File: config.mk
export PLATFORM = sky130hd
export DESIGN_NAME = xfs_supervisor
export DESIGN_NICKNAME = d
export VERILOG_FILES = /design/src/verilog/xfs_pkg.sv /design/src/verilog/xfs_supervisor.sv
export VERILOG_INCLUDE_DIRS = /design/src /design/src/verilog
export SDC_FILE = /design/constraint.sdc
export NUM_CORES = 1
export LEC_CHECK = 0
export BUFFER_PORTS_ARGS = -buffer_cell sky130_fd_sc_hd__buf_4
export CELL_PAD_IN_SITES_DETAIL_PLACEMENT = 0
export CELL_PAD_IN_SITES_GLOBAL_PLACEMENT = 1
export CORE_UTILIZATION = 30
export CTS_CLUSTER_SIZE = 30
export DETAILED_ROUTE_END_ITERATION = 6
export PLACE_DENSITY = 0.55
export SLEW_MARGIN = 40
export SYNTH_ARGS = -nofsm -noshare
export SYNTH_HDL_FRONTEND = slang
export SYNTH_SLANG_ARGS = --single-unit
export TNS_END_PERCENT = 50
File: constraint.sdc
create_clock -name i_sys_clk -period 2.6 [get_ports i_sys_clk]
set_input_delay 0.52 -clock i_sys_clk [delete_from_list [all_inputs] [get_ports i_sys_clk]]
set_output_delay 0.52 -clock i_sys_clk [all_outputs]
set_load 0.01 [all_outputs]
File: src/verilog/xfs_cfg.svh
`ifndef XFS_CFG_SVH
`define XFS_CFG_SVH

// clock rate
`define XFS_CLK_HZ        100000000

// register byte offsets
`define XFS_ADDR_W        5
`define XFS_OFF_CMD       5'h00
`define XFS_OFF_CFG       5'h04
`define XFS_OFF_KV        5'h08
`define XFS_OFF_MA        5'h0c
`define XFS_OFF_STATUS    5'h10
`define XFS_OFF_CODE      5'h14
`define XFS_OFF_ARCCNT    5'h18

// command and config bit positions, setpoint width and reset value
`define XFS_CMD_ON        0
`define XFS_CMD_OFF       1
`define XFS_CMD_CLR       2
`define XFS_CFG_WD_EN     0
`define XFS_CFG_ONE_ARC   1
`define XFS_SETP_W        16
`define XFS_SETP_RST      16'h0000

// fault flag indices
`define XFS_NFLAG         8
`define XFS_F_ARC         0
`define XFS_F_OV          1
`define XFS_F_UV          2
`define XFS_F_OC          3
`define XFS_F_UC          4
`define XFS_F_OT          5
`define XFS_F_WD          6
`define XFS_F_ILK         7
// flags that force high voltage off
`define XFS_SHUT_MASK     8'hef

// fault argument codes
`define XFS_CODE_NONE     4'h0
`define XFS_CODE_ARC      4'h1
`define XFS_CODE_OV       4'h3
`define XFS_CODE_UV       4'h4
`define XFS_CODE_OC       4'h5
`define XFS_CODE_UC       4'h6
`define XFS_CODE_OT       4'h6
`define XFS_CODE_WD       4'h5
`define XFS_CODE_ILK      4'h8

// timing
`define XFS_WD_TIME_S     10
`define XFS_WD_CYC        (`XFS_WD_TIME_S * `XFS_CLK_HZ)
`define XFS_ARC_WIN_S     10
`define XFS_ARC_WIN_CYC   (`XFS_ARC_WIN_S * `XFS_CLK_HZ)
`define XFS_ARC_LED_MS    1000
`define XFS_ARC_LED_CYC   (`XFS_ARC_LED_MS * (`XFS_CLK_HZ / 1000))
`define XFS_ARC_TRIP_N    2'd3

`endif

File: src/verilog/xfs_pkg.sv
package xfs_pkg;

	// control source
	typedef enum logic {
		XFS_LOCAL  = 1'b0,
		XFS_REMOTE = 1'b1
	} xfs_mode_t;

	typedef logic [7:0]  xfs_flag_t;
	typedef logic [3:0]  xfs_code_t;
	typedef logic [31:0] xfs_cnt_t;

endpackage : xfs_pkg

File: src/verilog/xfs_supervisor.sv
`timescale 1ns/10ps
`include "xfs_cfg.svh"

// Behaviour
// - internal fault latches flag, high voltage off
// - enabled watchdog stops output after ten seconds
// - setpoints read zero after power-up
// - start local, contact re-assertion needed
// - serial enable command selects remote mode
// - no enable while interlock loop open
// - interlock opening drops voltage; state readable
// - shutdown fault: power-down, lamp off, reported
// - local mode: contact re-assertion clears fault
// - remote mode: clear or on clears
// - interlock inhibit: code 8, no indicator
// - overvoltage: off, indicator, code 3
// - overcurrent: off, indicator, code 5
// - each arc: indicator one second, code 1
// - three arcs in ten seconds: shutdown
// - single-arc option shuts down first arc
// - undervoltage: off, indicator, code 4
// - undercurrent: indicator, code 6, stays on
// - overtemperature: off, indicator, code 6
// - watchdog expiry reported as code 5
// - summary output low on any fault
// - status output low and relay while on
module xfs_supervisor
	import xfs_pkg::*;
#(
	parameter xfs_cnt_t WD_CYC      = `XFS_WD_CYC,
	parameter xfs_cnt_t ARC_WIN_CYC = `XFS_ARC_WIN_CYC,
	parameter xfs_cnt_t ARC_LED_CYC = `XFS_ARC_LED_CYC
) (
	input  wire logic                     i_sys_clk,
	input  wire logic                     i_reset,
	input  wire logic [`XFS_ADDR_W-1:0]   i_addr,
	input  wire logic [31:0]              i_wdata,
	input  wire logic                     i_wr,
	input  wire logic                     i_rd,
	output logic      [31:0]              o_rdata,
	input  wire logic                     i_host_msg,
	input  wire logic                     i_enable_contact,
	input  wire logic                     i_interlock_closed,
	input  wire logic                     i_arc_det,
	input  wire logic                     i_ov_trip,
	input  wire logic                     i_uv_trip,
	input  wire logic                     i_oc_trip,
	input  wire logic                     i_uc_trip,
	input  wire logic                     i_ot_trip,
	output logic                          o_high_voltage_output,
	output logic                          o_hv_relay,
	output logic                          o_remote_mode,
	output logic                          o_overvoltage_flag,
	output logic                          o_undervoltage_flag,
	output logic                          o_overcurrent_flag,
	output logic                          o_undercurrent_flag,
	output logic                          o_overtemp_flag,
	output logic                          o_arc_fault_flag,
	output logic                          o_xray_on_led,
	output logic                          o_summary_fault_out_o,
	output logic                          o_summary_fault_out_oe,
	output logic                          o_xray_status_o,
	output logic                          o_xray_status_oe,
	output logic      [3:0]               o_fault_argument_code,
	output logic      [`XFS_SETP_W-1:0]   o_kv_setpoint,
	output logic      [`XFS_SETP_W-1:0]   o_ma_setpoint
);

	xfs_mode_t               mode_q;
	logic                    hv_q, arc_lock_q;
	xfs_flag_t               flag_q, trip;
	xfs_code_t               code_q;
	logic                    wd_en_q, one_arc_q;
	logic [`XFS_SETP_W-1:0]  kv_q, ma_q;
	logic [31:0]             rdata_q;
	xfs_cnt_t                wd_cnt_q, age0_q, age1_q, led_cnt_q;
	logic                    contact_q, arc_det_q, val0_q, val1_q;
	logic                    cmd_wr, cmd_on, cmd_off, cmd_clr;
	logic                    contact_rise, arc_evt, arc_shut, clr;
	logic [1:0]              arc_recent;
	logic                    start_req, stop_req, shut_trip, shut_held;

	// command strobes from the register port
	assign cmd_wr  = i_wr && (i_addr == `XFS_OFF_CMD);
	assign cmd_on  = cmd_wr && i_wdata[`XFS_CMD_ON];
	assign cmd_off = cmd_wr && i_wdata[`XFS_CMD_OFF];
	assign cmd_clr = cmd_wr && i_wdata[`XFS_CMD_CLR];

	// edge detectors; contact history starts high so a held contact is no edge
	always_ff @(posedge i_sys_clk) begin
		if (i_reset) begin
			contact_q <= 1'b1;
			arc_det_q <= 1'b0;
		end else begin
			contact_q <= i_enable_contact;
			arc_det_q <= i_arc_det;
		end
	end
	assign contact_rise = i_enable_contact && !contact_q;
	assign arc_evt      = i_arc_det && !arc_det_q;

	// fault reset event depends on control source
	assign clr = (mode_q == XFS_REMOTE) ? (cmd_clr || cmd_on)
	                                    : contact_rise;

	// start and stop requests per control source
	assign start_req = (mode_q == XFS_REMOTE) ? cmd_on : (contact_rise || cmd_on);
	assign stop_req  = (mode_q == XFS_REMOTE) ? cmd_off : !i_enable_contact;

	// control source: local after reset, remote after serial enable
	always_ff @(posedge i_sys_clk) begin
		if (i_reset) begin
			mode_q <= XFS_LOCAL;
		end else if (cmd_on) begin
			mode_q <= XFS_REMOTE;
		end
	end

	// arc window: ages of the two latest arcs, dropped when older than window
	always_ff @(posedge i_sys_clk) begin
		if (i_reset || clr) begin
			val0_q <= 1'b0;
			val1_q <= 1'b0;
			age0_q <= '0;
			age1_q <= '0;
		end else if (arc_evt) begin
			val0_q <= 1'b1;
			age0_q <= '0;
			val1_q <= val0_q;
			age1_q <= age0_q;
		end else begin
			age0_q <= val0_q ? age0_q + 32'h1 : age0_q;
			age1_q <= val1_q ? age1_q + 32'h1 : age1_q;
			if (age0_q >= ARC_WIN_CYC - 32'h1) begin
				val0_q <= 1'b0;
			end
			if (age1_q >= ARC_WIN_CYC - 32'h1) begin
				val1_q <= 1'b0;
			end
		end
	end
	assign arc_recent = {1'b0, val0_q} + {1'b0, val1_q};
	assign arc_shut   = arc_evt && (one_arc_q
	                    || (arc_recent + 2'd1 >= `XFS_ARC_TRIP_N));

	// arc indicator timer, reloaded by every arc
	always_ff @(posedge i_sys_clk) begin
		if (i_reset) begin
			led_cnt_q <= '0;
		end else if (arc_evt) begin
			led_cnt_q <= ARC_LED_CYC;
		end else if (led_cnt_q != '0) begin
			led_cnt_q <= led_cnt_q - 32'h1;
		end
	end

	// host watchdog, restarted by any host message or register access
	always_ff @(posedge i_sys_clk) begin
		if (i_reset || !wd_en_q || i_host_msg || i_wr || i_rd) begin
			wd_cnt_q <= '0;
		end else if (wd_cnt_q <= WD_CYC) begin
			wd_cnt_q <= wd_cnt_q + 32'h1;
		end
	end

	// detected conditions this cycle
	always_comb begin
		trip              = '0;
		trip[`XFS_F_ARC]  = arc_evt;
		trip[`XFS_F_OV]   = i_ov_trip;
		trip[`XFS_F_UV]   = i_uv_trip;
		trip[`XFS_F_OC]   = i_oc_trip;
		trip[`XFS_F_UC]   = i_uc_trip;
		trip[`XFS_F_OT]   = i_ot_trip;
		trip[`XFS_F_WD]   = wd_en_q && (wd_cnt_q > WD_CYC);
		trip[`XFS_F_ILK]  = !i_interlock_closed && (hv_q || start_req);
	end

	// a lone arc latches its flag but is not a shutdown unless counted or one_arc_q is set
	assign shut_trip = |(trip & `XFS_SHUT_MASK & ~(8'h01 << `XFS_F_ARC)) || arc_shut;

	// shutdown faults still standing after this cycle's reset event
	assign shut_held = (|(flag_q & `XFS_SHUT_MASK & ~(8'h01 << `XFS_F_ARC)) || arc_lock_q)
	                   && !clr;

	// per-flag latch; a new event wins over a clear in the same cycle
	for (genvar g = 0; g < `XFS_NFLAG; g++) begin : g_flag
		always_ff @(posedge i_sys_clk) begin
			if (i_reset) begin
				flag_q[g] <= 1'b0;
			end else begin
				flag_q[g] <= trip[g] || (flag_q[g] && !clr);
			end
		end
	end

	// arc shutdown is remembered apart from the momentary arc flag
	always_ff @(posedge i_sys_clk) begin
		if (i_reset) begin
			arc_lock_q <= 1'b0;
		end else begin
			arc_lock_q <= arc_shut || (arc_lock_q && !clr);
		end
	end

	// high voltage enable
	always_ff @(posedge i_sys_clk) begin
		if (i_reset) begin
			hv_q <= 1'b0;
		end else if (shut_trip) begin
			hv_q <= 1'b0;
		end else if (start_req && i_interlock_closed && !shut_held) begin
			hv_q <= 1'b1;
		end else if (stop_req) begin
			hv_q <= 1'b0;
		end
	end

	// code of the highest priority condition
	function automatic xfs_code_t code_of(input xfs_flag_t t);
		xfs_code_t c;
		c = `XFS_CODE_NONE;
		if (t[`XFS_F_UC])  c = `XFS_CODE_UC;
		if (t[`XFS_F_ARC]) c = `XFS_CODE_ARC;
		if (t[`XFS_F_WD])  c = `XFS_CODE_WD;
		if (t[`XFS_F_OT])  c = `XFS_CODE_OT;
		if (t[`XFS_F_UV])  c = `XFS_CODE_UV;
		if (t[`XFS_F_OC])  c = `XFS_CODE_OC;
		if (t[`XFS_F_OV])  c = `XFS_CODE_OV;
		if (t[`XFS_F_ILK]) c = `XFS_CODE_ILK;
		code_of = c;
	endfunction : code_of

	// last reported fault code
	always_ff @(posedge i_sys_clk) begin
		if (i_reset) begin
			code_q <= `XFS_CODE_NONE;
		end else if (trip != '0) begin
			code_q <= code_of(trip);
		end else if (clr) begin
			code_q <= `XFS_CODE_NONE;
		end
	end

	// software registers; setpoints zero after power-up
	always_ff @(posedge i_sys_clk) begin
		if (i_reset) begin
			kv_q      <= `XFS_SETP_RST;
			ma_q      <= `XFS_SETP_RST;
			wd_en_q   <= 1'b0;
			one_arc_q <= 1'b0;
		end else if (i_wr) begin
			case (i_addr)
				`XFS_OFF_CFG: begin
					wd_en_q   <= i_wdata[`XFS_CFG_WD_EN];
					one_arc_q <= i_wdata[`XFS_CFG_ONE_ARC];
				end
				`XFS_OFF_KV: kv_q <= i_wdata[`XFS_SETP_W-1:0];
				`XFS_OFF_MA: ma_q <= i_wdata[`XFS_SETP_W-1:0];
				default: begin
				end
			endcase
		end
	end

	// read data, valid the cycle after the read strobe
	always_ff @(posedge i_sys_clk) begin
		if (i_reset) begin
			rdata_q <= '0;
		end else if (i_rd) begin
			case (i_addr)
				`XFS_OFF_CFG:    rdata_q <= {30'h0, one_arc_q, wd_en_q};
				`XFS_OFF_KV:     rdata_q <= {16'h0, kv_q};
				`XFS_OFF_MA:     rdata_q <= {16'h0, ma_q};
				`XFS_OFF_STATUS: rdata_q <= {16'h0, flag_q, 4'h0, |flag_q,
				                  i_interlock_closed, mode_q, hv_q};
				`XFS_OFF_CODE:   rdata_q <= {28'h0, code_q};
				`XFS_OFF_ARCCNT: rdata_q <= {30'h0, arc_recent};
				default:         rdata_q <= '0;
			endcase
		end else begin
			rdata_q <= '0;
		end
	end
	assign o_rdata = rdata_q;

	// indicators; interlock inhibit has no lamp of its own
	assign o_overvoltage_flag    = flag_q[`XFS_F_OV];
	assign o_undervoltage_flag   = flag_q[`XFS_F_UV];
	assign o_overcurrent_flag    = flag_q[`XFS_F_OC];
	assign o_undercurrent_flag   = flag_q[`XFS_F_UC];
	assign o_overtemp_flag       = flag_q[`XFS_F_OT];
	assign o_arc_fault_flag      = arc_lock_q || (led_cnt_q != '0);
	assign o_xray_on_led         = hv_q;
	assign o_high_voltage_output = hv_q;
	assign o_hv_relay            = hv_q;
	assign o_remote_mode         = (mode_q == XFS_REMOTE);
	assign o_fault_argument_code = code_q;
	assign o_kv_setpoint         = kv_q;
	assign o_ma_setpoint         = ma_q;

	// open-collector pins pull low when active
	assign o_summary_fault_out_o  = 1'b0;
	assign o_summary_fault_out_oe = |flag_q;
	assign o_xray_status_o        = 1'b0;
	assign o_xray_status_oe       = hv_q;
endmodule : xfs_supervisor
Word level (Yosys, flattened, before mapping)

Cells that the tools add are included.

Memory bits (writable): 0
Word-level logic and storage cells: 136
Memories: 0
Input port bits: 50
Register bits after elaboration: 213
Bits in latches: 0
Memory bits (read-only): 0
Output and inout port bits: 82

Multiplexer cells: 24
Order comparisons: 5
Bitwise gates (word level): 1
Add/sub/neg operators: 6
Reduce and logical (&&, ||, !) cells: 68
Divide/modulo/power cells: 0
Shifts and indexed selects: 0
Multiply operators: 0
Equality and inequality tests: 6

Operators with widths:

| kind                                                                | number |
|---|---|
| adder 32 x 1 -> 32 bit, second input constant                       | 3 |
| case mux 16 bit (6 select lines)                                    | 1 |
| greater-or-equal comparator 32 x 30 -> 1 bit, second input constant | 2 |
| 2-to-1 mux 32 bit                                                   | 2 |
| 2-to-1 mux 27 bit                                                   | 2 |
| 2-to-1 mux 4 bit                                                    | 9 |
| > comparator 32 x 30 -> 1 bit, second input constant                | 1 |
| <= comparator 32 x 30 -> 1 bit, second input constant               | 1 |
| nonzero test 32 bit                                                 | 1 |
| subtractor 32 x 1 -> 32 bit, second input constant                  | 1 |
| logical AND 1 bit                                                   | 21 |
| logical OR 1 bit                                                    | 21 |
| == test 5 bit, second input constant                                | 3 |
| nonzero test 2 bit                                                  | 6 |
| OR reduction 6 bit                                                  | 2 |
| == test 5 x 4 -> 1 bit, second input constant                       | 2 |
| 2-to-1 mux 1 bit                                                    | 9 |
| nonzero test 8 bit                                                  | 1 |
| OR reduction 2 bit                                                  | 4 |
| OR reduction 8 bit                                                  | 1 |
| zero test 1 bit                                                     | 7 |
| AND reduction 2 bit                                                 | 3 |
| == test 5 x 3 -> 1 bit, second input constant                       | 1 |
| zero test 5 bit                                                     | 1 |
| 5 further kinds                                                     | 5 |

Longest topological paths before layout

Word-level depth: 10
Depth in mapped cells: 9
Gate-level depth less buffers: 8

Worst setup path after synthesis

Ideal clock, no wire load.

Kind: flip-flop to output port
Start point: register led_cnt_q[14]
End point: output o_arc_fault_flag
Stages on the path, launching flop included: 5
Path slack: 447 ps
Data arrival time: 1633 ps
Path buffers: 0
Data required time: 2080 ps
Cells stage by stage: dfxtp_1 > or4_4 > nor4b_4 > nand2b_1 > or3_1

Longest elaborated chain between the ends: 2

Ends and longest elaborated chain:

| element                | RTL line              | source |
|---|---|---|
| start, declared        | xfs_supervisor.sv:76  | `xfs_cnt_t wd_cnt_q, age0_q, age1_q, led_cnt_q;` |
| start signal, assigned | xfs_supervisor.sv:153 | `led_cnt_q <= led_cnt_q - 32'h1;` |
| nonzero test 32 bit    | xfs_supervisor.sv:293 | `assign o_arc_fault_flag = arc_lock_q \|\| (led_cnt_q != '0);` |
| logical OR 1 bit       | xfs_supervisor.sv:293 |  |
| end, declared          | xfs_supervisor.sv:58  | `output logic o_arc_fault_flag,` |

Every way passes these cells.

Worst setup path after layout

Start point: register led_cnt_q[15]
End point: output o_arc_fault_flag

Same word-level chain as after synthesis.

==> results.ini <==
[run_status]
status = finished, violations left
violations = setup timing

[yosys]
synth_seq_area_share_pct = 42.5
synth.largest_area_cell = dfxtp_1
postSynth.asyncResetShare_pct = 0
synth_cell_types = 70
synth_top_cell_area_share_pct = 42.5
avgSynthCellArea_um2 = 8.26
synth_area_leaders = dfxtp_1, a21oi_1, nor2_1, nand2_1, xor2_1
syn_area_um2 = 9290
ys_ff_latch = 197
netlist_instances = 1125
synthTopCellsByCount = dfxtp_1, nor2_1, nand2_1, a21oi_1, clkbuf_1
synthFlopType = dfxtp_1
synth_edf_count = 0
synth.most_common_cell = dfxtp_1
ys_warn_count = 0

[critical_path]
r2r_slack_ns = 0.26
crit_start = led_cnt_q[15]$_SDFFE_PP0P_
crit_type = reg -> out
start_kind = flip-flop
rr_worst_depth = 7
critPathRequiredTime_ns = 2.08
cp_max_fo = 3
crit_path_end = o_arc_fault_flag
r2r-start = wd_cnt_q[17]$_SDFFE_PP0P_
crit_path_end_kind = output port
r2r-end = o_fault_argument_code[1]$_SDFFE_PP0P_
arrival_ns = 2.20

[finish]
fillCellCount = 3239
areaGrowthSynthToFinish_pct = 19.4
multi_input_area_um2 = 4950
final_nets = 1276
seq_area_um2 = 3950
insertedDiodeCount = 0
drive_gt1_share_pct = 16.1

[floorplan]
io_pins = 132
die_w_um = 178
initial_core_util_pct = 30.5
rows = 64
core-area_um2 = 30500
fp.dieH_um = 178
dieArea_um2 = 31700

[placement]
io_buffers = 97
place.gp.congestion = 0.748
dp_slack_ns = 0.142
dpl.hpwl_mm = 18.1

[clock_network]
cts_sinks = 197
holdBufCountCts = 0
cts_buffer_depth = 2
numCtsBuffers = 17
cts-root-buf = clkbuf_16
clk_pin_slew_worst_paths_ns = 0.07
clk_latency_ns = 0.44
cts_tree = yes
htree_levels = 4

[routing]
drt_wl_total_mm = 25.5
drt-initial-drc-count = 457
ant_nets = 0
post_drt_wl_per_cell_um = 15.7
vias = 8063
dr.pass1.iters = 5
route.detailed.drc = 0
viasPerCell = 4.95

[pwr]
p_leak_nw = 3.93
switching_share_pct = 25.9
power_mw = 6.47
seqPwrFrac_pct = 50.1
power.density_nw_per_um2 = 583
p_comb_share_pct = 10.6
p_clk_share_pct = 39.3
ir_drop_mv = 0.483
internal_power_mw = 4.79
power.net_switching_mw = 1.67

[job]
drv_cap = 0

[sta]
finalSetupViolations = 1
fin_crit_ns = 2.72
worstMarginPinSlew_ns = 0.761
fin_ws_ns = -0.118
min_period_over_period_pct = 105
fin_tns_setup_ns = -0.118
relSlewSlack_pct = 49.2
max_freq_ghz = 0.368
skew_ns = 0.0103
drv_slew = 0
hold_violations = 0
grt_setup_unrepaired = yes

[global_routing]
grt_pass1_wl_mm = 41.1
antenna_found_initial = 0
grt_max_degree = 76
grt_pass1_vias = 7604
grt_overflow_total = 0
gr-usage-all-layers_pct = 16.4

[hold_path]
min_path_type = in -> reg

-- metrics by stage --
step | cells | hold slack (ns) | util (%) | cell area [um2]
finish | 1628 | 0.292 | 36.4 | 11100
global placement | 1593 | 0.460 | 34.4 | 10500
global route | 1628 | 0.280 | 36.4 | 11100
CTS | 1627 | 0.270 | 36.3 | 11100
detailed placement | 1593 | 0.465 | 34.4 | 10500
floorplan | 1142 | 0.441 | - | 9350
-- power by group through the flow --
stage / clock (mW) / sequential [mW] / combinational (mW)
final: 2.54 / 3.24 / 0.687
after global routing: 2.75 / 3.25 / 0.776
after CTS: 2.64 / 3.24 / 0.690
after detailed placement: 0 / 3.31 / 0.675
after global placement: 0 / 3.31 / 0.674
after floorplan: 0 / 3.28 / 0.472
-- state kept, by name, summed over array words and instances (netlist names), 4 cells and up --
name,flops
age1_q,32
age0_q,32
o_ma_setpoint,16
wd_cnt_q,32
o_fault_argument_code,4
o_rdata,16
o_kv_setpoint,16
led_cnt_q,32
-- worst min-delay path by stage --
stage | from | to | slack, ns | depth (start not counted)
after floorplan | wd_cnt_q[29]$_SDFFE_PP0P_ | wd_cnt_q[29]$_SDFFE_PP0P_ | 0.44 | 2
after global placement | wd_cnt_q[29]$_SDFFE_PP0P_ | wd_cnt_q[29]$_SDFFE_PP0P_ | 0.46 | 2
after detailed placement | o_kv_setpoint[11]$_SDFFE_PP0P_ | o_kv_setpoint[11]$_SDFFE_PP0P_ | 0.47 | 2
after CTS | i_enable_contact | contact_q$_SDFF_PP1_ | 0.27 | 2
after global routing | i_enable_contact | contact_q$_SDFF_PP1_ | 0.28 | 2
final | i_enable_contact | contact_q$_SDFF_PP1_ | 0.29 | 2
-- final cells by class --
cell class,instances,area share [%]
clock buffers,23,4.22
multi-input cells,845,44.6
flip-flops and latches,197,35.6
well taps,396,4.47
clock inverters,8,0.699
repair buffers,141,9.80
inverters,18,0.609
-- critical path, stage by stage, from the launching register on --
cell,delay [ns]
dfxtp_4,0.35
or4_4,0.56
nor4b_4,0.25
nand2b_1,0.13
or3_4,0.35
buf_6,0.13
-- cells in the final DEF, fill, tap and decap left out, types with 6 or more instances in the layout --
master and count:
or2_2 6, nor4_1 14, and3_1 21, nand3_1 47
ha_1 6, mux2i_1 7, nor2_1 132, a22oi_1 12
nor3_1 29, a222oi_1 9, a31oi_1 6, xor2_1 42
o31ai_1 8, conb_1 18, nand4_1 25, o21ai_0 25
nand2_1 130, clkbuf_16 17, dfxtp_1 194, xnor2_1 39
a21oi_1 102, o21ai_1 15, or4_1 14, or3_1 26
buf_4 138, inv_1 17, a211oi_1 22, and2_1 9
-- per-layer routing --
| layer | part of all wire [%] | track usage (%) | vias to the layer above |
|---|---|---|---|
| met5 | 0 | 0 | - |
| li1 | - | - | 4150 |
| met1 | 50 | 23.0 | 3776 |
| met4 | 0.96 | 4.31 | 0 |
| met3 | 3.6 | 2.94 | 18 |
| met2 | 45 | 25.6 | 119 |
-- cell families after synthesis --
kind of cell | Yosys count | share of synthesized area, %
AND/OR/NAND/NOR | 501 | 27.5
AO/OA/AOI/OAI | 232 | 15.7
flip-flops | 197 | 42.5
buffers and inverters | 100 | 5.13
XOR/XNOR | 81 | 7.64
multiplexers | 7 | 0.754
adder cells (fa/ha/maj) | 6 | 0.808
other | 1 | 0.0404
-- repair_timing --
item / in CTS / in global routing
gates cloned: 0 / 0
pin swaps: 3 / 3
hold endpoints to repair: 0 / 0
endpoints found under the setup margin: 1 / 1
gates resized for setup: 6 / 1
setup buffers: 3 / 1
Power figures use the tool's default switching activity.
